`src/hdl/pgei_defines.svh`:
```
// offsets, field positions, reset values and timing counts of the pgei block
`ifndef PGEI_DEFINES_SVH
`define PGEI_DEFINES_SVH
// register indices; byte address is four times the index
`define PGEI_IDX_PIN_STS 8'h52
`define PGEI_IDX_PIN_MSK 8'h53
`define PGEI_IDX_MISC_STS 8'h54
`define PGEI_IDX_MISC_MSK 8'h55
`define PGEI_IDX_PIN0_CFG 8'h60
// reset values
`define PGEI_STS_RST 8'h00
`define PGEI_MSK_RST 8'hFF
`define PGEI_CFG_RST 8'h00
`define PGEI_LVL_RST 1'h1
// misc status field positions
`define PGEI_MISC_PIN_LSB 0
`define PGEI_MISC_WDOG 4
`define PGEI_MISC_ABOVE 5
`define PGEI_MISC_BELOW 6
`define PGEI_MISC_THERMAL_RESET_INPUT 7
// pin0 configuration field positions
`define PGEI_CFG_SLEEP 7
`define PGEI_CFG_RSVD 6
`define PGEI_CFG_OD 5
`define PGEI_CFG_DEB 4
`define PGEI_CFG_PD 3
`define PGEI_CFG_DIR 2
`define PGEI_CFG_LVL 1
`define PGEI_CFG_VAL 0
// timing
`define PGEI_CLK_PERIOD_NS 10
`define PGEI_FAST_TICK_NS 30500
`define PGEI_SLOW_TICK_MS 50
`define PGEI_DEB_SAMPLES 3
`define PGEI_FAST_TICK_CYC (`PGEI_FAST_TICK_NS / `PGEI_CLK_PERIOD_NS)
`define PGEI_SLOW_TICK_CYC (`PGEI_SLOW_TICK_MS * 1000000 / `PGEI_CLK_PERIOD_NS)
`endif

```
`src/hdl/pgei_pkg.sv`:
```
// types shared by the pgei block
package pgei_pkg;
  typedef logic [7:0] pgei_byte_t;
  typedef logic [5:0] pgei_pins_t;
  typedef enum logic [1:0]
  {
    PGEI_PAD_IN = 2'h0,
    PGEI_PAD_PP = 2'h1,
    PGEI_PAD_OD = 2'h3,
    PGEI_PAD_LOW = 2'h2
  } pgei_pad_mode_t;
endpackage : pgei_pkg

```
`src/hdl/pgei_top.sv`:
```
// pin event interrupt status/mask pairs and pin0 configuration, apb slave
`timescale 1ns/1ps
`include "pgei_defines.svh"

// Operation
// event sets status bit, mask ignored
// write one clears status, zero keeps
// masked event updates status, no interrupt
// unmasked event asserts shared interrupt
// pin status: pins 3..0, fall upper
// misc status bits 3..0: pins 5,4
// bit7 powerdown high, bit4 watchdog
// bit5 comparator above, bit6 below
// masks mirror status, reset all ones
// status on full reset, rest general
// sleep bit forces pin low in sleep
// sleep bit needs sequence slot; output
// sleep bit inactive in active mode
// bit5 selects push-pull or open-drain
// shutdown reset sets open-drain bit; code sets it only while pin0_in_sequence
// bit4 picks fast or slow debounce
// bit3 pulldown enable, resets zero
// bit2 direction: zero in, one out
// bit1 reads sampled level, resets one
// bit0 is level driven as output
// edge flags from debounced level
// interrupt holds while unmasked bit set
module pgei_top #(
  parameter int SLOW_TICK_CYC = `PGEI_SLOW_TICK_CYC
) (
  input wire logic pclk,
  input wire logic presetn,
  input wire logic full_resetn,
  input wire logic psel,
  input wire logic penable,
  input wire logic pwrite,
  input wire logic [11:0] paddr,
  input wire logic [31:0] pwdata,
  output logic [31:0] prdata,
  output logic pready,
  output logic pslverr,
  input wire logic pin0_in,
  output logic pin0_out,
  output logic pin0_oe,
  output logic pin0_pulldown,
  input wire logic [5:1] ext_pin_level,
  input wire logic wdog_event,
  input wire logic thermal_reset_input,
  input wire logic comp2_above,
  input wire logic sleep_state,
  input wire logic pin0_in_sequence,
  input wire logic shutdown_reset,
  output logic shared_irq_out
);

  localparam int FAST_TICK_CYC = `PGEI_FAST_TICK_CYC;

  function automatic logic reg_hit(
    input logic [11:0] addr,
    input logic [7:0] idx
  );
    reg_hit = (addr == {2'h0, idx, 2'h0});
  endfunction : reg_hit

  ////////////////////////////////////////////////////////////////////////////
  // apb decode
  logic wr_en, any_hit;
  logic hit_psts, hit_pmsk, hit_msts, hit_mmsk, hit_cfg;
  pgei_pkg::pgei_byte_t wbyte;
  assign wr_en = psel & penable & pwrite & any_hit;
  assign hit_psts = reg_hit(paddr, `PGEI_IDX_PIN_STS);
  assign hit_pmsk = reg_hit(paddr, `PGEI_IDX_PIN_MSK);
  assign hit_msts = reg_hit(paddr, `PGEI_IDX_MISC_STS);
  assign hit_mmsk = reg_hit(paddr, `PGEI_IDX_MISC_MSK);
  assign hit_cfg = reg_hit(paddr, `PGEI_IDX_PIN0_CFG);
  assign any_hit = hit_psts | hit_pmsk | hit_msts | hit_mmsk | hit_cfg;
  assign wbyte = pwdata[7:0];
  // zero wait states: read data is captured in the setup cycle
  assign pready = 1'b1;
  assign pslverr = psel & penable & ~any_hit;

  ////////////////////////////////////////////////////////////////////////////
  // registers
  pgei_pkg::pgei_byte_t psts_ff, msts_ff, pmsk_ff, mmsk_ff, cfg_ff;
  pgei_pkg::pgei_byte_t nxt_psts, nxt_msts, pset, mset;
  logic lvl0_ff;
  logic [31:0] prdata_ff;
  // masks and configuration live in the general reset domain
  always_ff @(posedge pclk or negedge presetn)
  begin
    if (!presetn)
    begin
      pmsk_ff <= `PGEI_MSK_RST;
      mmsk_ff <= `PGEI_MSK_RST;
    end
    else
    begin
      if (wr_en && hit_pmsk)
        pmsk_ff <= wbyte;
      if (wr_en && hit_mmsk)
        mmsk_ff <= wbyte;
    end
  end

  always_ff @(posedge pclk or negedge presetn)
  begin
    if (!presetn)
      cfg_ff <= `PGEI_CFG_RST;
    else
    begin
      if (wr_en && hit_cfg)
      begin
        cfg_ff <= wbyte;
        cfg_ff[`PGEI_CFG_RSVD] <= 1'b0;
        cfg_ff[`PGEI_CFG_LVL] <= 1'b0;
      end
      // a shutdown reset while pin0_in_sequence wins over a write of bit5 in the same cycle
      if (shutdown_reset && pin0_in_sequence)
        cfg_ff[`PGEI_CFG_OD] <= 1'b1;
    end
  end

  // set wins over clear so no event is lost
  always_comb
  begin
    nxt_psts = (psts_ff & ~((wr_en && hit_psts) ? wbyte : 8'h00)) | pset;
    nxt_msts = (msts_ff & ~((wr_en && hit_msts) ? wbyte : 8'h00)) | mset;
  end

  // status bits survive a general reset, only full reset clears them
  always_ff @(posedge pclk or negedge full_resetn)
  begin
    if (!full_resetn)
    begin
      psts_ff <= `PGEI_STS_RST;
      msts_ff <= `PGEI_STS_RST;
    end
    else
    begin
      psts_ff <= nxt_psts;
      msts_ff <= nxt_msts;
    end
  end

  always_ff @(posedge pclk or negedge presetn)
  begin
    if (!presetn)
      prdata_ff <= 32'h0;
    else if (psel && !penable)
    begin
      prdata_ff <= 32'h0;
      if (hit_psts)
        prdata_ff[7:0] <= psts_ff;
      if (hit_pmsk)
        prdata_ff[7:0] <= pmsk_ff;
      if (hit_msts)
        prdata_ff[7:0] <= msts_ff;
      if (hit_mmsk)
        prdata_ff[7:0] <= mmsk_ff;
      if (hit_cfg)
      begin
        prdata_ff[7:0] <= cfg_ff;
        prdata_ff[`PGEI_CFG_LVL] <= lvl0_ff;
      end
    end
  end
  assign prdata = prdata_ff;

  ////////////////////////////////////////////////////////////////////////////
  // pin0 debounce: three equal samples at the selected tick rate
  logic [31:0] tick_cnt_ff, tick_lim;
  logic tick;
  logic [2:0] samp_ff;
  assign tick_lim = cfg_ff[`PGEI_CFG_DEB] ? 32'(SLOW_TICK_CYC - 1)
                                          : 32'(FAST_TICK_CYC - 1);
  assign tick = (tick_cnt_ff >= tick_lim);

  always_ff @(posedge pclk or negedge presetn)
  begin
    if (!presetn)
      tick_cnt_ff <= 32'h0;
    else if (tick)
      tick_cnt_ff <= 32'h0;
    else
      tick_cnt_ff <= tick_cnt_ff + 32'h1;
  end

  always_ff @(posedge pclk or negedge presetn)
  begin
    if (!presetn)
    begin
      samp_ff <= 3'h7;
      lvl0_ff <= `PGEI_LVL_RST;
    end
    else if (tick)
    begin
      samp_ff <= {samp_ff[1:0], pin0_in};
      if ({samp_ff[1:0], pin0_in} == 3'h7)
        lvl0_ff <= 1'b1;
      else if ({samp_ff[1:0], pin0_in} == 3'h0)
        lvl0_ff <= 1'b0;
    end
  end

  ////////////////////////////////////////////////////////////////////////////
  // events
  pgei_pkg::pgei_pins_t lvl, prev_ff, rise, fall;
  logic armed_ff, comp_prev_ff;
  assign lvl = {ext_pin_level, lvl0_ff};
  // first cycle after reset only loads history, so no false edges
  always_ff @(posedge pclk or negedge presetn)
  begin
    if (!presetn)
    begin
      prev_ff <= 6'h3F;
      comp_prev_ff <= 1'b0;
      armed_ff <= 1'b0;
    end
    else
    begin
      prev_ff <= lvl;
      comp_prev_ff <= comp2_above;
      armed_ff <= 1'b1;
    end
  end

  genvar gi;
  generate
    for (gi = 0; gi < 6; gi++)
    begin : g_edge
      assign rise[gi] = armed_ff & lvl[gi] & ~prev_ff[gi];
      assign fall[gi] = armed_ff & ~lvl[gi] & prev_ff[gi];
    end
    for (gi = 0; gi < 4; gi++)
    begin : g_pset
      assign pset[2 * gi] = rise[gi];
      assign pset[2 * gi + 1] = fall[gi];
    end
    for (gi = 0; gi < 2; gi++)
    begin : g_mset
      assign mset[2 * gi] = rise[gi + 4];
      assign mset[2 * gi + 1] = fall[gi + 4];
    end
  endgenerate

  assign mset[`PGEI_MISC_WDOG] = wdog_event;
  assign mset[`PGEI_MISC_THERMAL_RESET_INPUT] = thermal_reset_input;
  assign mset[`PGEI_MISC_ABOVE] = armed_ff & comp2_above
                                  & ~comp_prev_ff;
  assign mset[`PGEI_MISC_BELOW] = armed_ff & ~comp2_above
                                  & comp_prev_ff;

  ////////////////////////////////////////////////////////////////////////////
  // shared interrupt
  logic irq_ff;
  always_ff @(posedge pclk or negedge presetn)
  begin
    if (!presetn)
      irq_ff <= 1'b0;
    else
      irq_ff <= |((psts_ff & ~pmsk_ff) | (msts_ff & ~mmsk_ff));
  end
  assign shared_irq_out = irq_ff;

  ////////////////////////////////////////////////////////////////////////////
  // pin0 pad
  pgei_pkg::pgei_pad_mode_t mode;
  logic force_low, as_out, out_ff, oe_ff, pd_ff;
  // sleep forcing only for a sequenced pin, and only in sleep
  assign force_low = cfg_ff[`PGEI_CFG_SLEEP] & pin0_in_sequence
                     & sleep_state;
  assign as_out = cfg_ff[`PGEI_CFG_DIR] | pin0_in_sequence;

  always_comb
  begin
    if (force_low)
      mode = pgei_pkg::PGEI_PAD_LOW;
    else if (!as_out)
      mode = pgei_pkg::PGEI_PAD_IN;
    else if (cfg_ff[`PGEI_CFG_OD])
      mode = pgei_pkg::PGEI_PAD_OD;
    else
      mode = pgei_pkg::PGEI_PAD_PP;
  end

  always_ff @(posedge pclk or negedge presetn)
  begin
    if (!presetn)
    begin
      out_ff <= 1'b0;
      oe_ff <= 1'b0;
      pd_ff <= 1'b0;
    end
    else
    begin
      pd_ff <= cfg_ff[`PGEI_CFG_PD];
      // open drain only releases, so it never drives a high level
      out_ff <= (mode == pgei_pkg::PGEI_PAD_PP)
                & cfg_ff[`PGEI_CFG_VAL];
      oe_ff <= (mode == pgei_pkg::PGEI_PAD_LOW)
               | (mode == pgei_pkg::PGEI_PAD_PP)
               | ((mode == pgei_pkg::PGEI_PAD_OD)
                  & ~cfg_ff[`PGEI_CFG_VAL]);
    end
  end
  assign pin0_out = out_ff;
  assign pin0_oe = oe_ff;
  assign pin0_pulldown = pd_ff;
endmodule : pgei_top
```
`config.mk`:
```
export PLATFORM = sky130hd
export DESIGN_NAME = pgei_top
export DESIGN_NICKNAME = d
export VERILOG_FILES = /design/src/hdl/pgei_pkg.sv /design/src/hdl/pgei_top.sv
export VERILOG_INCLUDE_DIRS = /design/src /design/src/hdl
export SDC_FILE = /design/constraint.sdc
export NUM_CORES = 1
export LEC_CHECK = 0
export ABC_AREA = 1
export CAP_MARGIN = 20
export CORE_UTILIZATION = 26
export DETAILED_ROUTE_END_ITERATION = 7
export DONT_BUFFER_PORTS = 1
export PLACE_DENSITY = 0.37
export SLEW_MARGIN = 20
export SYNTH_ARGS = -nofsm -noshare
export SYNTH_HDL_FRONTEND = slang
export SYNTH_SLANG_ARGS = --single-unit
```
`constraint.sdc`:
```
create_clock -name pclk -period 5.7 [get_ports pclk]
set_input_delay 0.57 -clock pclk [delete_from_list [all_inputs] [get_ports pclk]]
set_output_delay 0.57 -clock pclk [all_outputs]
set_load 0.05 [all_outputs]
```
After elaboration in Yosys (flattened, before gate mapping)

Cells that the tools add are included.

Add/subtract/negate cells: 1
Magnitude comparators: 1
Equality and inequality tests: 9
Mux-type cells: 16
Bitwise logic cells: 70
Reduce and logical (&&, ||, !) cells: 13

Operator list:

| kind                                                              | number |
|---|---|
| 12-bit by 9-bit == test with 1-bit output (second input constant) | 5 |
| 8-bit 2-to-1 mux                                                  | 7 |
| 1-bit bitwise AND                                                 | 36 |
| 32-bit by 1-bit adder with 32-bit output (second input constant)  | 1 |
| 8-bit bitwise AND                                                 | 4 |
| 32-bit by 23-bit >= comparator with 1-bit output                  | 1 |
| 32-bit 2-to-1 mux                                                 | 1 |
| 8-bit NOT                                                         | 4 |
| 8-bit OR                                                          | 3 |
| 23-bit 2-to-1 mux                                                 | 1 |
| 1-bit NOT                                                         | 16 |
| 8-bit OR reduction                                                | 1 |
| 1-bit logical AND                                                 | 7 |
| 1-bit OR                                                          | 7 |
| 2-bit 2-to-1 mux                                                  | 3 |
| 6-bit 2-to-1 mux                                                  | 1 |
| 2-bit == test (second input constant)                             | 2 |
| 2-bit nonzero test                                                | 2 |
| 3-bit == test (second input constant)                             | 1 |
| 3-bit zero test                                                   | 1 |
| 1-bit 2-to-1 mux                                                  | 3 |
| 2-bit by 1-bit == test with 1-bit output (second input constant)  | 1 |
| 2-bit AND reduction                                               | 1 |
| 1-bit zero test                                                   | 1 |

Bits in registers: 93
Input bits: 62
Output and inout port bits: 38

Longest topological paths before layout

Depth in word-level cells: 11
Depth in mapped cells: 16
Depth with buffers taken out: 15

Least setup slack after synthesis

No wires, ideal clock.

Path kind: input to output
Start: in paddr[10]
End: out pslverr
Data arrival time: 1.951 ns
Slack: 3.179 ns
Cell stages on the path: 9
Buffers on the path: 1
Cells stage by stage: inv_1 -> nand2_1 -> nor2_4 -> nand3_1 -> nand2_1 -> nor2_4 -> nand2_8 -> buf_2 -> nor2_1

Longest elaborated chain between the ends: 7

RTL lines:

| element                                   | RTL line       | text |
|---|---|---|
| from (decl)                               | pgei_top.sv:37 | `input wire logic [11:0] paddr,` |
| 12-bit by 9-bit == test with 1-bit output | pgei_top.sv:62 | `reg_hit = (addr == {2'h0, idx, 2'h0});` |
| 1-bit OR (3 in series)                    | pgei_top.sv:76 | `assign any_hit = hit_psts \| hit_pmsk \| hit_msts \| hit_mmsk \| hit_cfg;` |
| 1-bit OR *                                | pgei_top.sv:76 |  |
| 1-bit NOT *                               | pgei_top.sv:80 | `assign pslverr = psel & penable & ~any_hit;` |
| 1-bit bitwise AND *                       | pgei_top.sv:80 |  |
| to (decl)                                 | pgei_top.sv:41 | `output logic pslverr,` |

Mark *: on every way between the ends. The rest lies on a longest branch, timed or not.

Worst setup path after layout

Same ends and word-level chain as after synthesis.

==> results_dict.tcl <==
set metrics [dict create \
    area_growth_pct 10.31 \
    grt_pass1_vias 4076 \
    outcome "finished clean" \
    p_leak_uw 0.002821 \
    clock-sinks 93 \
    cpMostUsedCell "nand2_1" \
    synthCells 688 \
    tns_ps 0 \
    antenna_cells 0 \
    place.gp.congestion 0.8090 \
    worst-path-buf-inv 2 \
    peakVddDrop_mv 0.1352 \
    cts-root-buf "clkbuf_16" \
    wl_met3_um 859 \
    rr_worst_depth 11 \
    fin_cells 968 \
    crit_type "in2out" \
    ioPinCount 100 \
    fin_crit_ps 2569 \
    antenna_left 0 \
    tightest_slew_ps 881.1 \
    synth-edff-count 0 \
    die_x_um 144.6 \
    startpoint_type "input pin" \
    worstPathArrival_ps 2000 \
    initial_core_util 0.2682 \
    drc_errors 0 \
    cts_made_buffers 9 \
    min_path_type "in2async" \
    antenna_found_initial 0 \
    critical-path-top-delay-family "simple AND/OR/NAND/NOR gates" \
    setup_viol 0 \
    cts_tree "yes" \
    synth_area_per_cell_um2 7.687 \
    highest_layer "met4" \
    placementRows 51 \
    gr-total-overflow 0 \
    dr_wl_met2_um 6256 \
    via_per_inst 4.321 \
    drt_iter0_markers 208 \
    synth_ff_type "dfrtp_1" \
    synthDistinctLibCells 39 \
    cp.required_ps 5130 \
    grt_start_max_net_pins 53 \
    core_mm2 0.01972 \
    grt_pass1_wl_um 22400 \
    htree_levels 3 \
    ys_ff_latch 93 \
    wl_met1_um 6665 \
    hold_violations 0 \
    synth-seq-area-share 0.4459 \
    async_flop_share 1.000 \
    cp.depth 8 \
    path_cells "inv_1, nand2_1, nor2_4, nand3_1, nand2_1, inv_2, nand2_8, nor2_1" \
    worst_slew_margin_rel 0.4104 \
    drive_gt1_frac 0.1081 \
    slew_viol_final 0 \
    vias 4183 \
    post_cts_buffers 0 \
    total_power_uw 1389 \
    dieArea_mm2 0.02092 \
    synth_common_cells "nand2_1 (186), inv_1 (98), nor2_1 (71), dfrtp_1 (68), nand4_1 (43)" \
    synthesis.area_mm2 0.005289 \
    insertion_delay_ps 350 \
    critPathSlowestCell "nor2_1" \
    track_usage 0.1449 \
    dr.pass1.iters 4 \
    die_h_um 144.6 \
    p_per_area_mw_per_mm2 238.0 \
    max_stage_delay_ps 710 \
    yosys.cell_count.top_type "nand2_1" \
    critical_path.startpoint "paddr[10]" \
    portBuffers 0 \
    wl_per_cell_um 14.43 \
    skew_ps 6.437 \
    synthTopCellsByArea "dfrtp_1 (32%), nand2_1 (13%), dfstp_2 (12%)" \
    nets 772 \
    fmax_mhz 389.2 \
    end_kind "output port" \
    path_clk_slew_ps 70 \
    num-fill-cells 2145 \
    routed_wl_um 13970 \
    fin_crit_sh 0.4508 \
    max-cap-violations 0 \
    grt_setup_unrepaired "false" \
    reg2reg_from "cfg_ff[4]" \
    cp_max_fo 27 \
    placedCellCount 950 \
    synth_top_area_share 0.3217 \
    yosysWarnings 0 \
    synth_top_area_cell "dfrtp_1" \
    dp_hpwl_um 10170 \
    cts.path.max_buffers 2 \
]
-- per-layer routing --
metal,vias up,track usage
met5,-,0
li1,2135,-
met1,1943,0.1908
met2,96,0.2315
met4,0,0.04044
met3,9,0.03940
-- path summary, 6_finish.rpt --
path	endpoint	slack, ps
worst max-delay path	pslverr	3130
worst min-delay path	mmsk_ff[7]	60
worst max register to register	lvl0_ff	3160
worst min register to register	prev_ff[0]	410
max in group asynchronous	msts_ff[7]	4530
min in group pclk	prev_ff[1]	210
-- cells in the final DEF, fill, tap and decap left out, drive strengths merged, types with 2 or more instances in the layout --
cell,instances
nand2,188
inv,110
nor2,89
dfrtp,68
nand4,43
nand3,40
conb,34
dfstp,25
o21ai,22
nor3,19
xor2,14
ha,12
clkbuf,9
clkinv,4
nor4,3
xnor2,3
or2,3
a21oi,2
nand3b,2
a221oi,2
buf,2
-- power breakdown --
group	leakage [µW]	switching, µW	internal, µW
registers	0.00110	9.07	672
logic	0.00158	68.1	12.5
clock network	0.000147	280	346
total	0.00282	357	1030
-- stage by stage --
step	worst slack (ps)	utilization	instance area, µm²	hold slack [ps]
2_1_floorplan	3179	-	5409	274.4
3_3_place_gp	3115	0.2784	5490	275.1
3_5_place_dp	3113	0.2784	5490	275.2
4_1_cts	3100	0.2959	5834	38.42
5_1_grt	2852	0.2959	5834	33.98
6_report	3131	0.2959	5834	59.94
-- flip-flops by register name, indices dropped and copies added, names as in the netlist, 2 cells and up --
| register | flops |
|---|---|
| mmsk_ff | 8 |
| tick_cnt_ff | 32 |
| prdata | 8 |
| msts_ff | 8 |
| samp_ff | 2 |
| cfg_ff | 6 |
| prev_ff | 6 |
| psts_ff | 8 |
| pmsk_ff | 8 |
-- repair_timing --
action	in CTS	in global routing
resized for setup	0	0
endpoints found under the hold margin	68	0
hold buffers	2	0
-- cell families (layout without fill, tap and decap cells) --
family | after synthesis | count (layout) | synth area share
and+or+nand+nor | 388 | 388 | 0.3364
buffers and inverters | 145 | 128 | 0.1261
adders and majority gates | 12 | 12 | 0.02839
DFF | 93 | 93 | 0.4459
other | 2 | 34 | 0.001420
xor gates and xnor gates | 17 | 17 | 0.02815
AOI/OAI and AO/OA | 31 | 31 | 0.03360
-- area by class of cell --
class,count,area [µm²],area share
clock inverter,7,81.33,0.01394
timing repair buffer,3,45.04,0.007720
sequential,93,2359,0.4042
clock buffer,9,225.2,0.03860
tap,265,331.6,0.05683
multi-input combinational,482,2384,0.4085
inverter,109,409.1,0.07013
-- worst reg2reg max path, stage by stage (launching register included) --
cell and delay, ps:
dfrtp_1 440, inv_1 220, ha_1 330, inv_1 30, nor2_1 110, inv_1 70, nor4_1 460, nand2_1 180
nand2_1 90, buf_4 340, nand3_1 120, nand2_1 90
Note: power is estimated with default switching activity, not from simulation.
